===== src/core/setpoint_frame_pkg.sv =====
// Constants, types and register map of the setpoint write encoder
package setpoint_frame_pkg;

    // Register byte offsets, one aligned 32-bit word each
    localparam logic [4:0]  OFS_CTRL     = 5'h00;
    localparam logic [4:0]  OFS_CFG      = 5'h04;
    localparam logic [4:0]  OFS_TARGET   = 5'h08;
    localparam logic [4:0]  OFS_VALUE    = 5'h0C;
    localparam logic [4:0]  OFS_STATUS   = 5'h10;

    // Field positions
    localparam int          CTRL_START_BIT   = 0;
    localparam int          CFG_WIDTH        = 5;
    localparam int          TARGET_START_LSB = 16;

    // Values after reset
    localparam logic [4:0]  CFG_RST      = 5'h00;
    localparam logic [7:0]  SLAVE_RST    = 8'h01;
    localparam logic [15:0] START_RST    = 16'h0000;
    localparam logic [31:0] VALUE_RST    = 32'h0000_0000;

    // Write function codes
    localparam logic [7:0]  FC_COIL_ONE  = 8'h05;
    localparam logic [7:0]  FC_COIL_MANY = 8'h0F;
    localparam logic [7:0]  FC_REG_ONE   = 8'h06;
    localparam logic [7:0]  FC_REG_MANY  = 8'h10;

    localparam logic [15:0] COIL_ON      = 16'hFF00;
    localparam logic [15:0] COIL_OFF     = 16'h0000;

    // Quantities, byte counts and frame lengths in bytes (no CRC)
    localparam logic [7:0]  QTY_ONE      = 8'h01;
    localparam logic [7:0]  QTY_TWO      = 8'h02;
    localparam logic [7:0]  BC_COIL      = 8'h01;
    localparam logic [7:0]  BC_ONE_REG   = 8'h02;
    localparam logic [7:0]  BC_TWO_REG   = 8'h04;
    localparam logic [3:0]  LEN_SINGLE   = 4'h6;
    localparam logic [3:0]  LEN_COIL_MANY = 4'h8;
    localparam logic [3:0]  LEN_REG_MANY1 = 4'h9;
    localparam logic [3:0]  LEN_REG_MANY2 = 4'hB;

    typedef enum logic [1:0] {
        FMT_DIGITAL  = 2'h0,
        FMT_SIGNED   = 2'h1,
        FMT_UNSIGNED = 2'h2,
        FMT_FLOAT    = 2'h3
    } fmt_t;

    typedef enum logic {
        ST_IDLE = 1'b0,
        ST_SEND = 1'b1
    } fsm_t;

    typedef struct packed {
        logic multi;
        logic low_word_first;
        logic wide;
        fmt_t fmt;
    } cfg_t;

    typedef struct packed {
        logic [7:0]  slave;
        logic [7:0]  fc;
        logic [15:0] start;
        logic [15:0] w0;
        logic [15:0] w1;
        logic [7:0]  qty;
        logic [7:0]  bc;
        logic [3:0]  len;
    } frame_t;

    typedef struct packed {
        fsm_t        fsm;
        cfg_t        cfg;
        logic [7:0]  slave;
        logic [15:0] start;
        logic [31:0] value;
        frame_t      frm;
        logic [3:0]  idx;
        logic [7:0]  tx_byte;
        logic [31:0] rdata;
        logic [7:0]  sent;
    } state_t;

endpackage : setpoint_frame_pkg


===== src/core/setpoint_write_encoder.sv =====
// Setpoint to write-request byte stream encoder with its register port
`timescale 1ns/1ps
`default_nettype none

// Summary of operation
// Digital setpoint written as coil, FC05/FC15
// 16-bit integer: one register, FC06/FC16
// 32-bit integer: two registers, FC16 only
// High word first: upper word at lower address
// Low word first: lower word at lower address
// Float: 32 bits, two registers, word order
// Requests carry configured slave and start register
// Signed two's complement, unsigned plain binary
module setpoint_write_encoder (
    input  wire logic        clk_sys_i,
    input  wire logic        rstn_i,
    input  wire logic [4:0]  reg_addr_i,
    input  wire logic [31:0] reg_wdata_i,
    input  wire logic        reg_wr_i,
    input  wire logic        reg_rd_i,
    output logic      [31:0] reg_rdata_o,
    output logic      [7:0]  tx_data_o,
    output logic             tx_valid_o,
    output logic             tx_last_o,
    input  wire logic        tx_ready_i,
    output logic             busy_o
);

    setpoint_frame_pkg::state_t s_r;
    setpoint_frame_pkg::state_t s_nxt;
    logic                       start_acc;
    logic                       last_idx;

    // Snapshot of everything a request needs, so software may rewrite
    // the registers while a frame is still going out
    function automatic setpoint_frame_pkg::frame_t build_f(
        input setpoint_frame_pkg::cfg_t cfg,
        input logic [7:0]               slave,
        input logic [15:0]              start,
        input logic [31:0]              value
    );
        setpoint_frame_pkg::frame_t f;
        f       = '0;
        f.slave = slave;
        f.start = start;
        if (cfg.fmt == setpoint_frame_pkg::FMT_DIGITAL) begin
            if (cfg.multi) begin
                f.fc  = setpoint_frame_pkg::FC_COIL_MANY;
                f.qty = setpoint_frame_pkg::QTY_ONE;
                f.bc  = setpoint_frame_pkg::BC_COIL;
                f.w0  = {7'h00, value[0], 8'h00};
                f.len = setpoint_frame_pkg::LEN_COIL_MANY;
            end else begin
                f.fc  = setpoint_frame_pkg::FC_COIL_ONE;
                f.w0  = value[0] ? setpoint_frame_pkg::COIL_ON : setpoint_frame_pkg::COIL_OFF;
                f.len = setpoint_frame_pkg::LEN_SINGLE;
            end
        end else if (cfg.wide || cfg.fmt == setpoint_frame_pkg::FMT_FLOAT) begin
            // Two registers always go as one multiple-register write
            f.fc  = setpoint_frame_pkg::FC_REG_MANY;
            f.qty = setpoint_frame_pkg::QTY_TWO;
            f.bc  = setpoint_frame_pkg::BC_TWO_REG;
            f.len = setpoint_frame_pkg::LEN_REG_MANY2;
            if (cfg.low_word_first) begin
                f.w0 = value[15:0];
                f.w1 = value[31:16];
            end else begin
                f.w0 = value[31:16];
                f.w1 = value[15:0];
            end
        end else begin
            // Signed and unsigned share bits; only the low 16 are sent
            f.w0 = value[15:0];
            if (cfg.multi) begin
                f.fc  = setpoint_frame_pkg::FC_REG_MANY;
                f.qty = setpoint_frame_pkg::QTY_ONE;
                f.bc  = setpoint_frame_pkg::BC_ONE_REG;
                f.len = setpoint_frame_pkg::LEN_REG_MANY1;
            end else begin
                f.fc  = setpoint_frame_pkg::FC_REG_ONE;
                f.len = setpoint_frame_pkg::LEN_SINGLE;
            end
        end
        return f;
    endfunction : build_f

    function automatic logic [7:0] byte_f(
        input setpoint_frame_pkg::frame_t f,
        input logic [3:0]                 idx
    );
        logic single;
        single = (f.len == setpoint_frame_pkg::LEN_SINGLE);
        unique case (idx)
            4'h0:    byte_f = f.slave;
            4'h1:    byte_f = f.fc;
            4'h2:    byte_f = f.start[15:8];
            4'h3:    byte_f = f.start[7:0];
            4'h4:    byte_f = single ? f.w0[15:8] : 8'h00;
            4'h5:    byte_f = single ? f.w0[7:0] : f.qty;
            4'h6:    byte_f = f.bc;
            4'h7:    byte_f = f.w0[15:8];
            4'h8:    byte_f = f.w0[7:0];
            4'h9:    byte_f = f.w1[15:8];
            4'hA:    byte_f = f.w1[7:0];
            default: byte_f = 8'h00;
        endcase
    endfunction : byte_f

    assign start_acc = reg_wr_i && reg_addr_i == setpoint_frame_pkg::OFS_CTRL
                       && reg_wdata_i[setpoint_frame_pkg::CTRL_START_BIT]
                       && s_r.fsm == setpoint_frame_pkg::ST_IDLE;
    assign last_idx  = s_r.idx == 4'(s_r.frm.len - 4'h1);

    always_comb begin
        s_nxt       = s_r;
        s_nxt.rdata = 32'h0000_0000;
        if (reg_wr_i) begin
            unique case (reg_addr_i)
                setpoint_frame_pkg::OFS_CFG: begin
                    s_nxt.cfg = setpoint_frame_pkg::cfg_t'(
                        reg_wdata_i[setpoint_frame_pkg::CFG_WIDTH-1:0]);
                end
                setpoint_frame_pkg::OFS_TARGET: begin
                    s_nxt.slave = reg_wdata_i[7:0];
                    s_nxt.start = reg_wdata_i[setpoint_frame_pkg::TARGET_START_LSB +: 16];
                end
                setpoint_frame_pkg::OFS_VALUE: begin
                    s_nxt.value = reg_wdata_i;
                end
                default: begin
                end
            endcase
        end
        if (reg_rd_i) begin
            unique case (reg_addr_i)
                setpoint_frame_pkg::OFS_CTRL:   s_nxt.rdata = {31'h0,
                                                               s_r.fsm == setpoint_frame_pkg::ST_SEND};
                setpoint_frame_pkg::OFS_CFG:    s_nxt.rdata = {27'h0, s_r.cfg};
                setpoint_frame_pkg::OFS_TARGET: s_nxt.rdata = {s_r.start, 8'h00, s_r.slave};
                setpoint_frame_pkg::OFS_VALUE:  s_nxt.rdata = s_r.value;
                setpoint_frame_pkg::OFS_STATUS: s_nxt.rdata = {16'h0, s_r.sent, 7'h00,
                                                               s_r.fsm == setpoint_frame_pkg::ST_SEND};
                default:                        s_nxt.rdata = 32'h0000_0000;
            endcase
        end
        unique case (s_r.fsm)
            setpoint_frame_pkg::ST_IDLE: begin
                // The frame is built from register contents before this write lands
                if (start_acc) begin
                    s_nxt.frm = build_f(s_r.cfg, s_r.slave, s_r.start, s_r.value);
                    s_nxt.idx = 4'h0;
                    s_nxt.fsm = setpoint_frame_pkg::ST_SEND;
                end
            end
            setpoint_frame_pkg::ST_SEND: begin
                if (tx_ready_i) begin
                    if (last_idx) begin
                        s_nxt.fsm  = setpoint_frame_pkg::ST_IDLE;
                        s_nxt.sent = s_r.sent + 8'h01;
                    end else begin
                        s_nxt.idx = s_r.idx + 4'h1;
                    end
                end
            end
        endcase
        s_nxt.tx_byte = byte_f(s_nxt.frm, s_nxt.idx);
    end

    always_ff @(posedge clk_sys_i or negedge rstn_i) begin
        if (!rstn_i) begin
            s_r       <= '0;
            s_r.fsm   <= setpoint_frame_pkg::ST_IDLE;
            s_r.cfg   <= setpoint_frame_pkg::cfg_t'(setpoint_frame_pkg::CFG_RST);
            s_r.slave <= setpoint_frame_pkg::SLAVE_RST;
            s_r.start <= setpoint_frame_pkg::START_RST;
            s_r.value <= setpoint_frame_pkg::VALUE_RST;
        end else begin
            s_r <= s_nxt;
        end
    end

    assign reg_rdata_o = s_r.rdata;
    assign tx_data_o   = s_r.tx_byte;
    assign tx_valid_o  = s_r.fsm == setpoint_frame_pkg::ST_SEND;
    assign tx_last_o   = tx_valid_o && last_idx;
    assign busy_o      = tx_valid_o;
endmodule : setpoint_write_encoder

`default_nettype wire


===== config.mk =====
export PLATFORM = sky130hd
export DESIGN_NAME = setpoint_write_encoder
export DESIGN_NICKNAME = d
export VERILOG_FILES = /design/src/core/setpoint_frame_pkg.sv /design/src/core/setpoint_write_encoder.sv
export SDC_FILE = /design/constraint.sdc
export NUM_CORES = 1
export LEC_CHECK = 0
export ABC_AREA = 1
export BUFFER_PORTS_ARGS = -buffer_cell sky130_fd_sc_hd__buf_4
export CORE_MARGIN = 2
export CORE_UTILIZATION = 60
export CTS_CLUSTER_SIZE = 25
export DETAILED_ROUTE_END_ITERATION = 12
export GPL_ROUTABILITY_DRIVEN = 0
export HOLD_SLACK_MARGIN = 0.12
export PLACE_DENSITY = 0.8
export SLEW_MARGIN = 20
export SYNTH_ARGS = -nofsm -noshare
export SYNTH_HDL_FRONTEND = slang
export SYNTH_SLANG_ARGS = --single-unit

===== constraint.sdc =====
create_clock -name clk_sys_i -period 2.54 [get_ports clk_sys_i]
set_input_delay 0.254 -clock clk_sys_i [delete_from_list [all_inputs] [get_ports clk_sys_i]]
set_output_delay 0.254 -clock clk_sys_i [all_outputs]
set_load 0.005 [all_outputs]

# Word level (Yosys, flattened, before mapping)
# Index checks and enable logic that the tools add are counted.
# word_totals
reg_bits,198
latch_bits,0
ramBits,0
rom_bits,0
in_bits,42
output_inout_bits,43
wordCells,84
memories,0
# classes
add_sub_neg,3
mul,0
n_div,0
order_cmp,0
n_eq_ne,17
shifts,0
n_mux,31
bitwise_logic,1
reduce_logical,12
# ops
op,n
32-bit one-hot mux with 5 select lines,1
16-bit 2-to-1 mux,6
88-bit 2-to-1 mux,1
8-bit one-hot mux with 11 select lines,1
84-bit 2-to-1 mux,1
32-bit 2-to-1 mux,2
8-bit 2-to-1 mux,4
14-bit 2-to-1 mux,2
"4-bit by 3-bit equality test with 1-bit output, second input constant",5
4-bit 2-to-1 mux,5
9-bit 2-to-1 mux,2
"4-bit equality test, second input constant",3
"5-bit by 4-bit equality test with 1-bit output, second input constant",2
"8-bit by 1-bit adder with 8-bit output, second input constant",1
"4-bit by 2-bit equality test with 1-bit output, second input constant",2
4-bit one-hot mux with 2 select lines,1
2-bit AND reduction,3
"5-bit by 3-bit equality test with 1-bit output, second input constant",1
"5-bit equality test, second input constant",1
5-bit logical NOT,1
5-bit 2-to-1 mux,1
"4-bit by 1-bit adder with 4-bit output, second input constant",1
"4-bit by 1-bit equality test with 1-bit output, second input constant",1
4-bit equality test,1
10 further kinds,15

# Depth between registers and ports, before layout
# Gate-level depths: netlist of run 1.
# depth
word_depth,9
mapped_depth,18
depth_no_buf,17

# Least setup slack after synthesis of run 1
# No wires, ideal clock.
# synth_timing
path_type,register to register
start,register s_r[52] in the netlist's numbering
end,register s_r[6] in the netlist's numbering
setup_time_ps,123
t_arrival_ps,1962
required_time_ps,2417
slack_ps,455
path_stages_with_launch,14
path_buffers,1
period_less_slack_ps,2085
path_cell_list,dfrtp_1 inv_1 ha_1 xnor2_1 nor2_1 nand3_1 buf_4 nor2_2 inv_1 nor2_1 nand2_1 nor2_1 nand3_1 xor2_1
# synth_between
elab_chain_len,3
# synth_rtl
item,line,source
"start, declared",setpoint_write_encoder.sv:29,setpoint_frame_pkg::state_t s_r;
"start signal, assigned",setpoint_write_encoder.sv:178,s_r <= s_nxt;
4-bit by 1-bit subtractor with 4-bit output,setpoint_write_encoder.sv:112,assign last_idx = s_r.idx == 4'(s_r.frm.len - 4'h1);
4-bit equality test,setpoint_write_encoder.sv:112,
3-bit AND reduction (no source line),-,
# Every way passes these cells.
# A chain may end at the register's enable or synchronous reset.

==> key figures, run 1 <==
Synthesis
  • Post-synthesis sequential area ratio: 51.0%
  • Synth Net Count: 1,246
  • Async S/R FF share, synth: 100%
  • Most used DFF post-synth: dfrtp_1
  • Yosys reg bits: 198
  • EDFF count, synth: 0
  • Yosys cell types: 40
  • Syn Inst Count: 1,201
  • Synthesized area: 9710 um2
  • Syn Area/Cell: 8.09 um2
  • YS warnings: 0

Critical path
  • Critical-path maximum fanout: 20
  • Worst R2R Setup Slack: 0.13 ns
  • Worst stage delay on the critical path: 0.39 ns
  • Critical Path Start Type: register
  • Worst flop-to-flop path startpoint: s_r[53]$_DFF_PN0_
  • CP Cell Sequence: inv_1, ha_1, xnor2_1, nor2_2, nand3_4, nand2_2, nand3_2, nand2_2, nor2_2, buf_12, nand2_2, nor2_1, nor2_1, nand3_1
  • Worst setup path end: tx_data_o[0]$_DFF_PN0_
  • Crit. Startpoint: s_r[53]$_DFF_PN0_
  • Crit end category: register
  • Worst R2R Path Depth: 14
  • Critical Path Slowest Stage Cell: dfrtp_1
  • WS Path Type: reg2reg
  • CP Data Arrival Time: 2.73 ns
  • CP top delay family: simple AND/OR/NAND/NOR gates
  • CP most frequent cell: nand2_2
  • Crit path depth: 14
  • Worst Path Required: 2.86 ns
  • Worst r2r dst: tx_data_o[0]$_DFF_PN0_
  • Worst Path Buf+Inv: 2

Floorplanning
  • Ports: 85
  • Core Rows: 46
  • Initial core utilization: 61.4%
  • Die Width: 131 um
  • Die Y-Extent: 131 um
  • Core ar.: 15,800 um2
  • Die Area: 17,200 um2

Timing
  • Worst slew pin tran: 0.559 ns
  • Final period utilization: 94.8%
  • Fmax: 415 MHz
  • Fin. Hold Viols: 0
  • Final setup viols: 0
  • Fin. max-slew vios: 0
  • Period minus WS final: 2.41 ns
  • Worst Slack Setup Final: 0.133 ns
  • Worst slew margin: 62.7%
  • RSZ-0062 raised after global routing: false
  • Worst hold slack: 0.128 ns
  • Worst clock skew: 0.0104 ns

Power
  • Switching pwr: 0.00332 W
  • PwrDens: 818 nW/um2
  • Sw frac: 36.0%
  • Int Power: 0.00590 W
  • Leak: 5.95 nW
  • Clk pwr share: 29.5%
  • Max IR drop VDD: 541 uV
  • Seq pwr share: 42.1%
  • Combinational power share: 28.4%

Placed design
  • Setup WS pre-CTS: -0.123 ns
  • Port bufs: 84
  • Detail Placement HPWL: 18,100 um

Global routing
  • Global-route wire length before repair: 42,300 um
  • Gr usage total: 31.4%
  • Gr ovfl total: 0
  • Largest net degree at the start of global routing: 73
  • Antenna violations before repair: 0
  • Vias in the first global route: 8,176

Final layout
  • Layout area overhead: 16.1%
  • NumNets Final: 1,316
  • Layout cells sized above 1: 15.0%
  • Antenna cell count: 0

CTS
  • TritonCTS buffer count: 17
  • Later-pin clock latency in the skew report: 0.44 ns
  • CTS H-tree lvls: 4
  • CTS tree: built
  • Max clock buf depth: 2
  • CTS root buffer: clkbuf_16
  • Worst-path clk slew: 0.08 ns
  • Clock sinks: 198

Routing
  • Initial drt markers: 1,182
  • DR DRC count: 0
  • Drt first pass iters: 6
  • Drt total wl: 26,700 um
  • Post-route ant nets: 0
  • Via count: 8,448
  • Post-DR wirelength/cell: 17.8 um
  • DR vias/cell: 5.63

Min path
  • HP Class: in2reg
  • Hold path startpoint: reg_wdata_i[1]

Status
  • Outcome: completed

Job
  • Max cap viols: 0
==> flip-flops by register name, indices dropped and copies added (netlist names) <==
| signal | cells |
|---|---|
| reg_rdata_o | 32 |
| busy_o | 1 |
| s_r | 157 |
| tx_data_o | 8 |
==> worst min-delay path by stage <==
stage	endpoint	slack [ns]	depth (start not counted)
final	s_r[193]$_DFFE_PN0P_	0.13	3
after CTS	s_r[184]$_DFFE_PN1P_	0.12	3
after global placement	reg_rdata_o[16]$_DFF_PN0_	0.28	1
after floorplan	busy_o$_DFF_PN0_	-0.04	0
after global routing	s_r[187]$_DFFE_PN0P_	0.14	3
after detailed placement	reg_rdata_o[16]$_DFF_PN0_	0.28	1
==> power groups by stage <==
stage / registers, W / clock network (W) / logic (W)
5_1_grt: 0.00391 / 0.00286 / 0.00288
6_report: 0.00388 / 0.00272 / 0.00262
2_1_floorplan: 0.00380 / 0 / 0.00172
3_5_place_dp: 0.00393 / 0 / 0.00237
4_1_cts: 0.00387 / 0.00272 / 0.00243
3_3_place_gp: 0.00391 / 0 / 0.00231
==> area by class of cell <==
cell class	instances	area, um2
sequential	198	4960
fill	1183	4560
multi-input combinational	767	3680
timing repair buffer	142	1230
inverter	145	549
clock buffer	20	457
tap	216	270
clock inverter	12	126
==> placed cells by master, fill, tap and decap left out, drive strengths merged, types with 4 or more instances in the layout <==
cell / count
o21ai: 91
o211ai: 4
clkinv: 5
xor2: 7
buf: 113
nor3: 4
nor2: 117
nand4: 10
a31oi: 4
dfrtp: 197
inv: 150
nand3: 115
a22oi: 15
dlygate4sd3: 28
o22ai: 7
clkbuf: 21
nand2: 335
a21oi: 41
==> through the flow <==
stage | util [%] | instances | cell area [um2] | power (W) | setup TNS, ns
finish | 71.2 | 1500 | 11300 | 0.00922 | 0
global route | 71.2 | 1500 | 11300 | 0.00965 | 0
CTS | 70.7 | 1496 | 11200 | 0.00902 | 0
detailed placement | 65.2 | 1436 | 10300 | 0.00629 | -0.763
global placement | 65.2 | 1436 | 10300 | 0.00623 | 0
floorplan | - | 1201 | 9710 | 0.00552 | 0
==> timing repair <==
item,CTS,global route
pin swaps,0,5
setup endpoints to repair,9,10
gates resized for setup,2,10
endpoints found under the hold margin,103,0
hold buffers,28,0
gates cloned,0,3
buffers inserted,0,1
==> cell usage after synthesis (3+ instances only) <==
master / number / share of area, %
nand2_1: 324 / 13
dfrtp_1: 197 / 51
inv_1: 137 / 5.3
nand3_1: 112 / 5.8
nor2_1: 100 / 3.9
o21ai_0: 90 / 4.6
buf_4: 47 / 3.6
a21oi_1: 40 / 2.1
clkbuf_1: 24 / 0.93
a22oi_1: 15 / 1.2
buf_2: 15 / 0.77
nand2_2: 10 / 0.64
nand4_1: 10 / 0.64
buf_6: 8 / 0.93
nor2_4: 7 / 0.81
o22ai_1: 7 / 0.45
xor2_1: 7 / 0.63
nor2_2: 5 / 0.32
a31oi_1: 4 / 0.26
clkinv_1: 4 / 0.15
inv_2: 4 / 0.15
o211ai_1: 4 / 0.31
ha_1: 3 / 0.39
nor3_1: 3 / 0.15
o221ai_1: 3 / 0.27
==> cell families after synthesis <==
kind of cell	count (synthesis)	synth area share, %
XOR/XNOR	9	0.812
AO/OA/AOI/OAI	170	9.77
buffers and inverters	239	11.9
multiplexers	1	0.116
adder cells (fa/ha/maj)	3	0.387
AND/OR/NAND/NOR	581	26.0
flip-flops	198	51.0
==> worst reg2reg max path, stage by stage, from the launching register on <==
cell and delay (ns):
dfrtp_1 0.39, inv_1 0.10, ha_1 0.30, xnor2_1 0.14, nor2_2 0.15, nand3_4 0.15, nand2_2 0.11, nand3_2 0.11
nand2_2 0.16, nor2_2 0.07, buf_12 0.15, nand2_2 0.14, nor2_1 0.06, nor2_1 0.16, nand3_1 0.10
==> routing by layer <==
metal / global-route usage (%) / part of all wire (%)
met1: 40.5 / 38
met2: 51.3 / 48
met3: 6.91 / 9.2
met4: 13.9 / 4.3
met5: 0 / 0
No activity file was read; power rests on OpenSTA's default activity.
==> inputs of run 2 (changes only) <==
--- a/config.mk
+++ b/config.mk
@@ -6,11 +6,11 @@
 export NUM_CORES = 1
 export LEC_CHECK = 0
 export ABC_AREA = 1
-export BUFFER_PORTS_ARGS = -buffer_cell sky130_fd_sc_hd__buf_4
 export CORE_MARGIN = 2
-export CORE_UTILIZATION = 60
+export CORE_UTILIZATION = 64
 export CTS_CLUSTER_SIZE = 25
 export DETAILED_ROUTE_END_ITERATION = 12
+export DONT_BUFFER_PORTS = 1
 export GPL_ROUTABILITY_DRIVEN = 0
 export HOLD_SLACK_MARGIN = 0.12
 export PLACE_DENSITY = 0.8
==> run 2 against run 1 <==
The run now ends with hold timing left. Die area shrank 6.1%. Worst setup slack lost 0.061 ns. Via count shrank 1.6%. Global-route usage grew 2.2 points. Combinational power shrank 6%. Sequential power grew 1%. Cell count shrank 6.6%. Core utilization grew 0.28 points. Register-to-register slack lost 0.06 ns. Sequential share of layout area grew 2.1 points. Non-clock buffer count shrank 73.
==> key figures, run 2 (synthesis gave the netlist of run 1 again) <==
Global routing
  • Gr ovfl total: 0
  • Largest net degree at the start of global routing: 199
  • Antenna violations before repair: 0
  • Vias in the first global route: 7,996
  • Global-route wire length before repair: 41,600 um
  • Gr usage total: 33.6%

Power
  • Int Power: 0.00595 W
  • Max IR drop VDD: 559 uV
  • PwrDens: 866 nW/um2
  • Seq pwr share: 42.1%
  • Leak: 5.58 nW
  • Switching pwr: 0.00336 W
  • Combinational power share: 26.4%
  • Clk pwr share: 31.5%
  • Sw frac: 36.1%

CTS
  • CTS hold repair buffers: 40
  • CTS root buffer: clkbuf_16
  • Worst-path clk slew: 0.07 ns
  • Later-pin clock latency in the skew report: 0.45 ns
  • Max clock buf depth: 2
  • CTS H-tree lvls: 4
  • Clock sinks: 198
  • CTS tree: built
  • TritonCTS buffer count: 17

Timing
  • Worst clock skew: 0.0111 ns
  • Period minus WS final: 2.47 ns
  • Final setup viols: 0
  • Fin. Hold Viols: 198
  • Worst Slack Setup Final: 0.0721 ns
  • Worst slew pin tran: 0.641 ns
  • Worst hold slack: -0.502 ns
  • Fin. max-slew vios: 0
  • Final period utilization: 97.2%
  • Fmax: 405 MHz
  • Sum Neg Setup Slack: 0 ns
  • Worst slew margin: 56.8%
  • RSZ-0062 raised after global routing: true

Final layout
  • Storage cell area: 4960 um2
  • Layout fillers: 1,132
  • Layout cells sized above 1: 9.23%
  • Multi-input logic area: 3710 um2
  • Layout area overhead: 10.7%
  • Commonest non-fill, non-tap cells in the layout: 323 x nand2_1, 197 x dfrtp_1, 137 x inv_1
  • Largest register FFs: 157
  • Reg with most FFs: s_r
  • Antenna cell count: 0
  • Commonest non-fill, non-tap cell in the layout: nand2_1
  • NumNets Final: 1,245

Routing
  • Post-route ant nets: 0
  • Via count: 8,317
  • Drt total wl: 26,700 um
  • DR vias/cell: 5.94
  • Initial drt markers: 1,020
  • Post-DR wirelength/cell: 19.0 um
  • DR DRC count: 0
  • Drt first pass iters: 6

Critical path
  • WS Path Type: reg2reg
  • Critical Path Start Type: register
  • Critical-path maximum fanout: 14
  • Worst Path Required: 2.85 ns
  • Worst stage delay on the critical path: 0.40 ns
  • CP Data Arrival Time: 2.78 ns
  • Crit end category: register
  • CP Cell Sequence: inv_1, ha_1, xnor2_1, nor2_2, nand3_2, nand3_1, nand2_1, nand2_2, nor2_8, nand2_2, nor2_2, nor2_1, nand3_1
  • Critical Path Slowest Stage Cell: dfrtp_1

Floorplanning
  • Initial core utilization: 64.6%
  • Die Y-Extent: 127 um
  • Ports: 85
  • Core ar.: 15,000 um2
  • Die Area: 16,200 um2
  • Core Rows: 45
  • Die Width: 127 um

Status
  • Outcome: finished with violations
  • Failing checks: hold timing

Min path
  • HP Class: in2async

Placed design
  • Port bufs: 0
  • Detail Placement HPWL: 17,000 um
  • Setup WS pre-CTS: -0.0614 ns

Job
  • Max cap viols: 0
[run 2: stage by stage]
step	total power, W	cells	area [um2]	util [%]	hold slack (ns)
6_report	0.00930	1401	10700	71.5	-0.502
5_1_grt	0.00969	1401	10700	71.5	-0.518
3_3_place_gp	0.00585	1312	9500	63.2	-0.0364
2_1_floorplan	0.00552	1201	9710	-	-0.0416
3_5_place_dp	0.00591	1312	9500	63.2	-0.0364
4_1_cts	0.00893	1386	10600	70.3	-0.502
[run 2: layout make-up]
class	count	area share, %
sequential	198	46.1
multi-input combinational	769	34.5
tap	188	2.19
timing repair buffer	69	6.11
clock buffer	18	4.09
inverter	145	5.11
clock inverter	14	1.90
[run 2: layer usage]
layer  track usage (%)  vias to the layer above  routed length, um
met5                 0                        -                  0
met1              43.6                     3910              10300
met3              7.58                      114               2470
met4              18.0                        0               1470
met2              53.4                      511              12400
li1                  -                     3782                  -
[run 2: final timing paths]
check | startpoint | endpoint | slack (ns) | depth (start not counted)
max in group asynchronous | rstn_i | s_r[184]$_DFFE_PN1P_ | 2.69 | 0
min in group clk_sys_i | tx_ready_i | s_r[1]$_DFFE_PN0P_ | 0.13 | 4
hold / removal | rstn_i | reg_rdata_o[11]$_DFF_PN0_ | -0.50 | 0
setup / recovery | s_r[53]$_DFF_PN0_ | tx_data_o[0]$_DFF_PN0_ | 0.07 | 13
hold reg to reg | s_r[60]$_DFF_PN0_ | s_r[60]$_DFF_PN0_ | 0.48 | 2
setup reg to reg | s_r[53]$_DFF_PN0_ | tx_data_o[0]$_DFF_PN0_ | 0.07 | 13
[run 2: worst max-delay path: cells and delay by family (launching register included)]
| kind | cells | cell delay (ns) |
|---|---|---|
| XOR/XNOR | 1 | 0.14 |
| AND/OR/NAND/NOR | 10 | 1.43 |
| buffers and inverters | 1 | 0.10 |
| flip-flops | 1 | 0.40 |
| adder cells (fa/ha/maj) | 1 | 0.25 |
[run 2: timing repair]
action	CTS	global route
setup endpoints to repair	9	10
pin swaps	2	8
gates cloned	2	5
hold endpoints to repair	272	198
setup buffers	0	10
gates resized for setup	2	16
[run 2: power by group through the flow]
| stage | clock network (W) | registers [W] | logic [W] |
|---|---|---|---|
| after detailed placement | 0 | 0.00395 | 0.00195 |
| after floorplan | 0 | 0.00380 | 0.00172 |
| after global routing | 0.00308 | 0.00395 | 0.00265 |
| final | 0.00293 | 0.00392 | 0.00246 |
| after CTS | 0.00294 | 0.00390 | 0.00209 |
| after global placement | 0 | 0.00395 | 0.00190 |
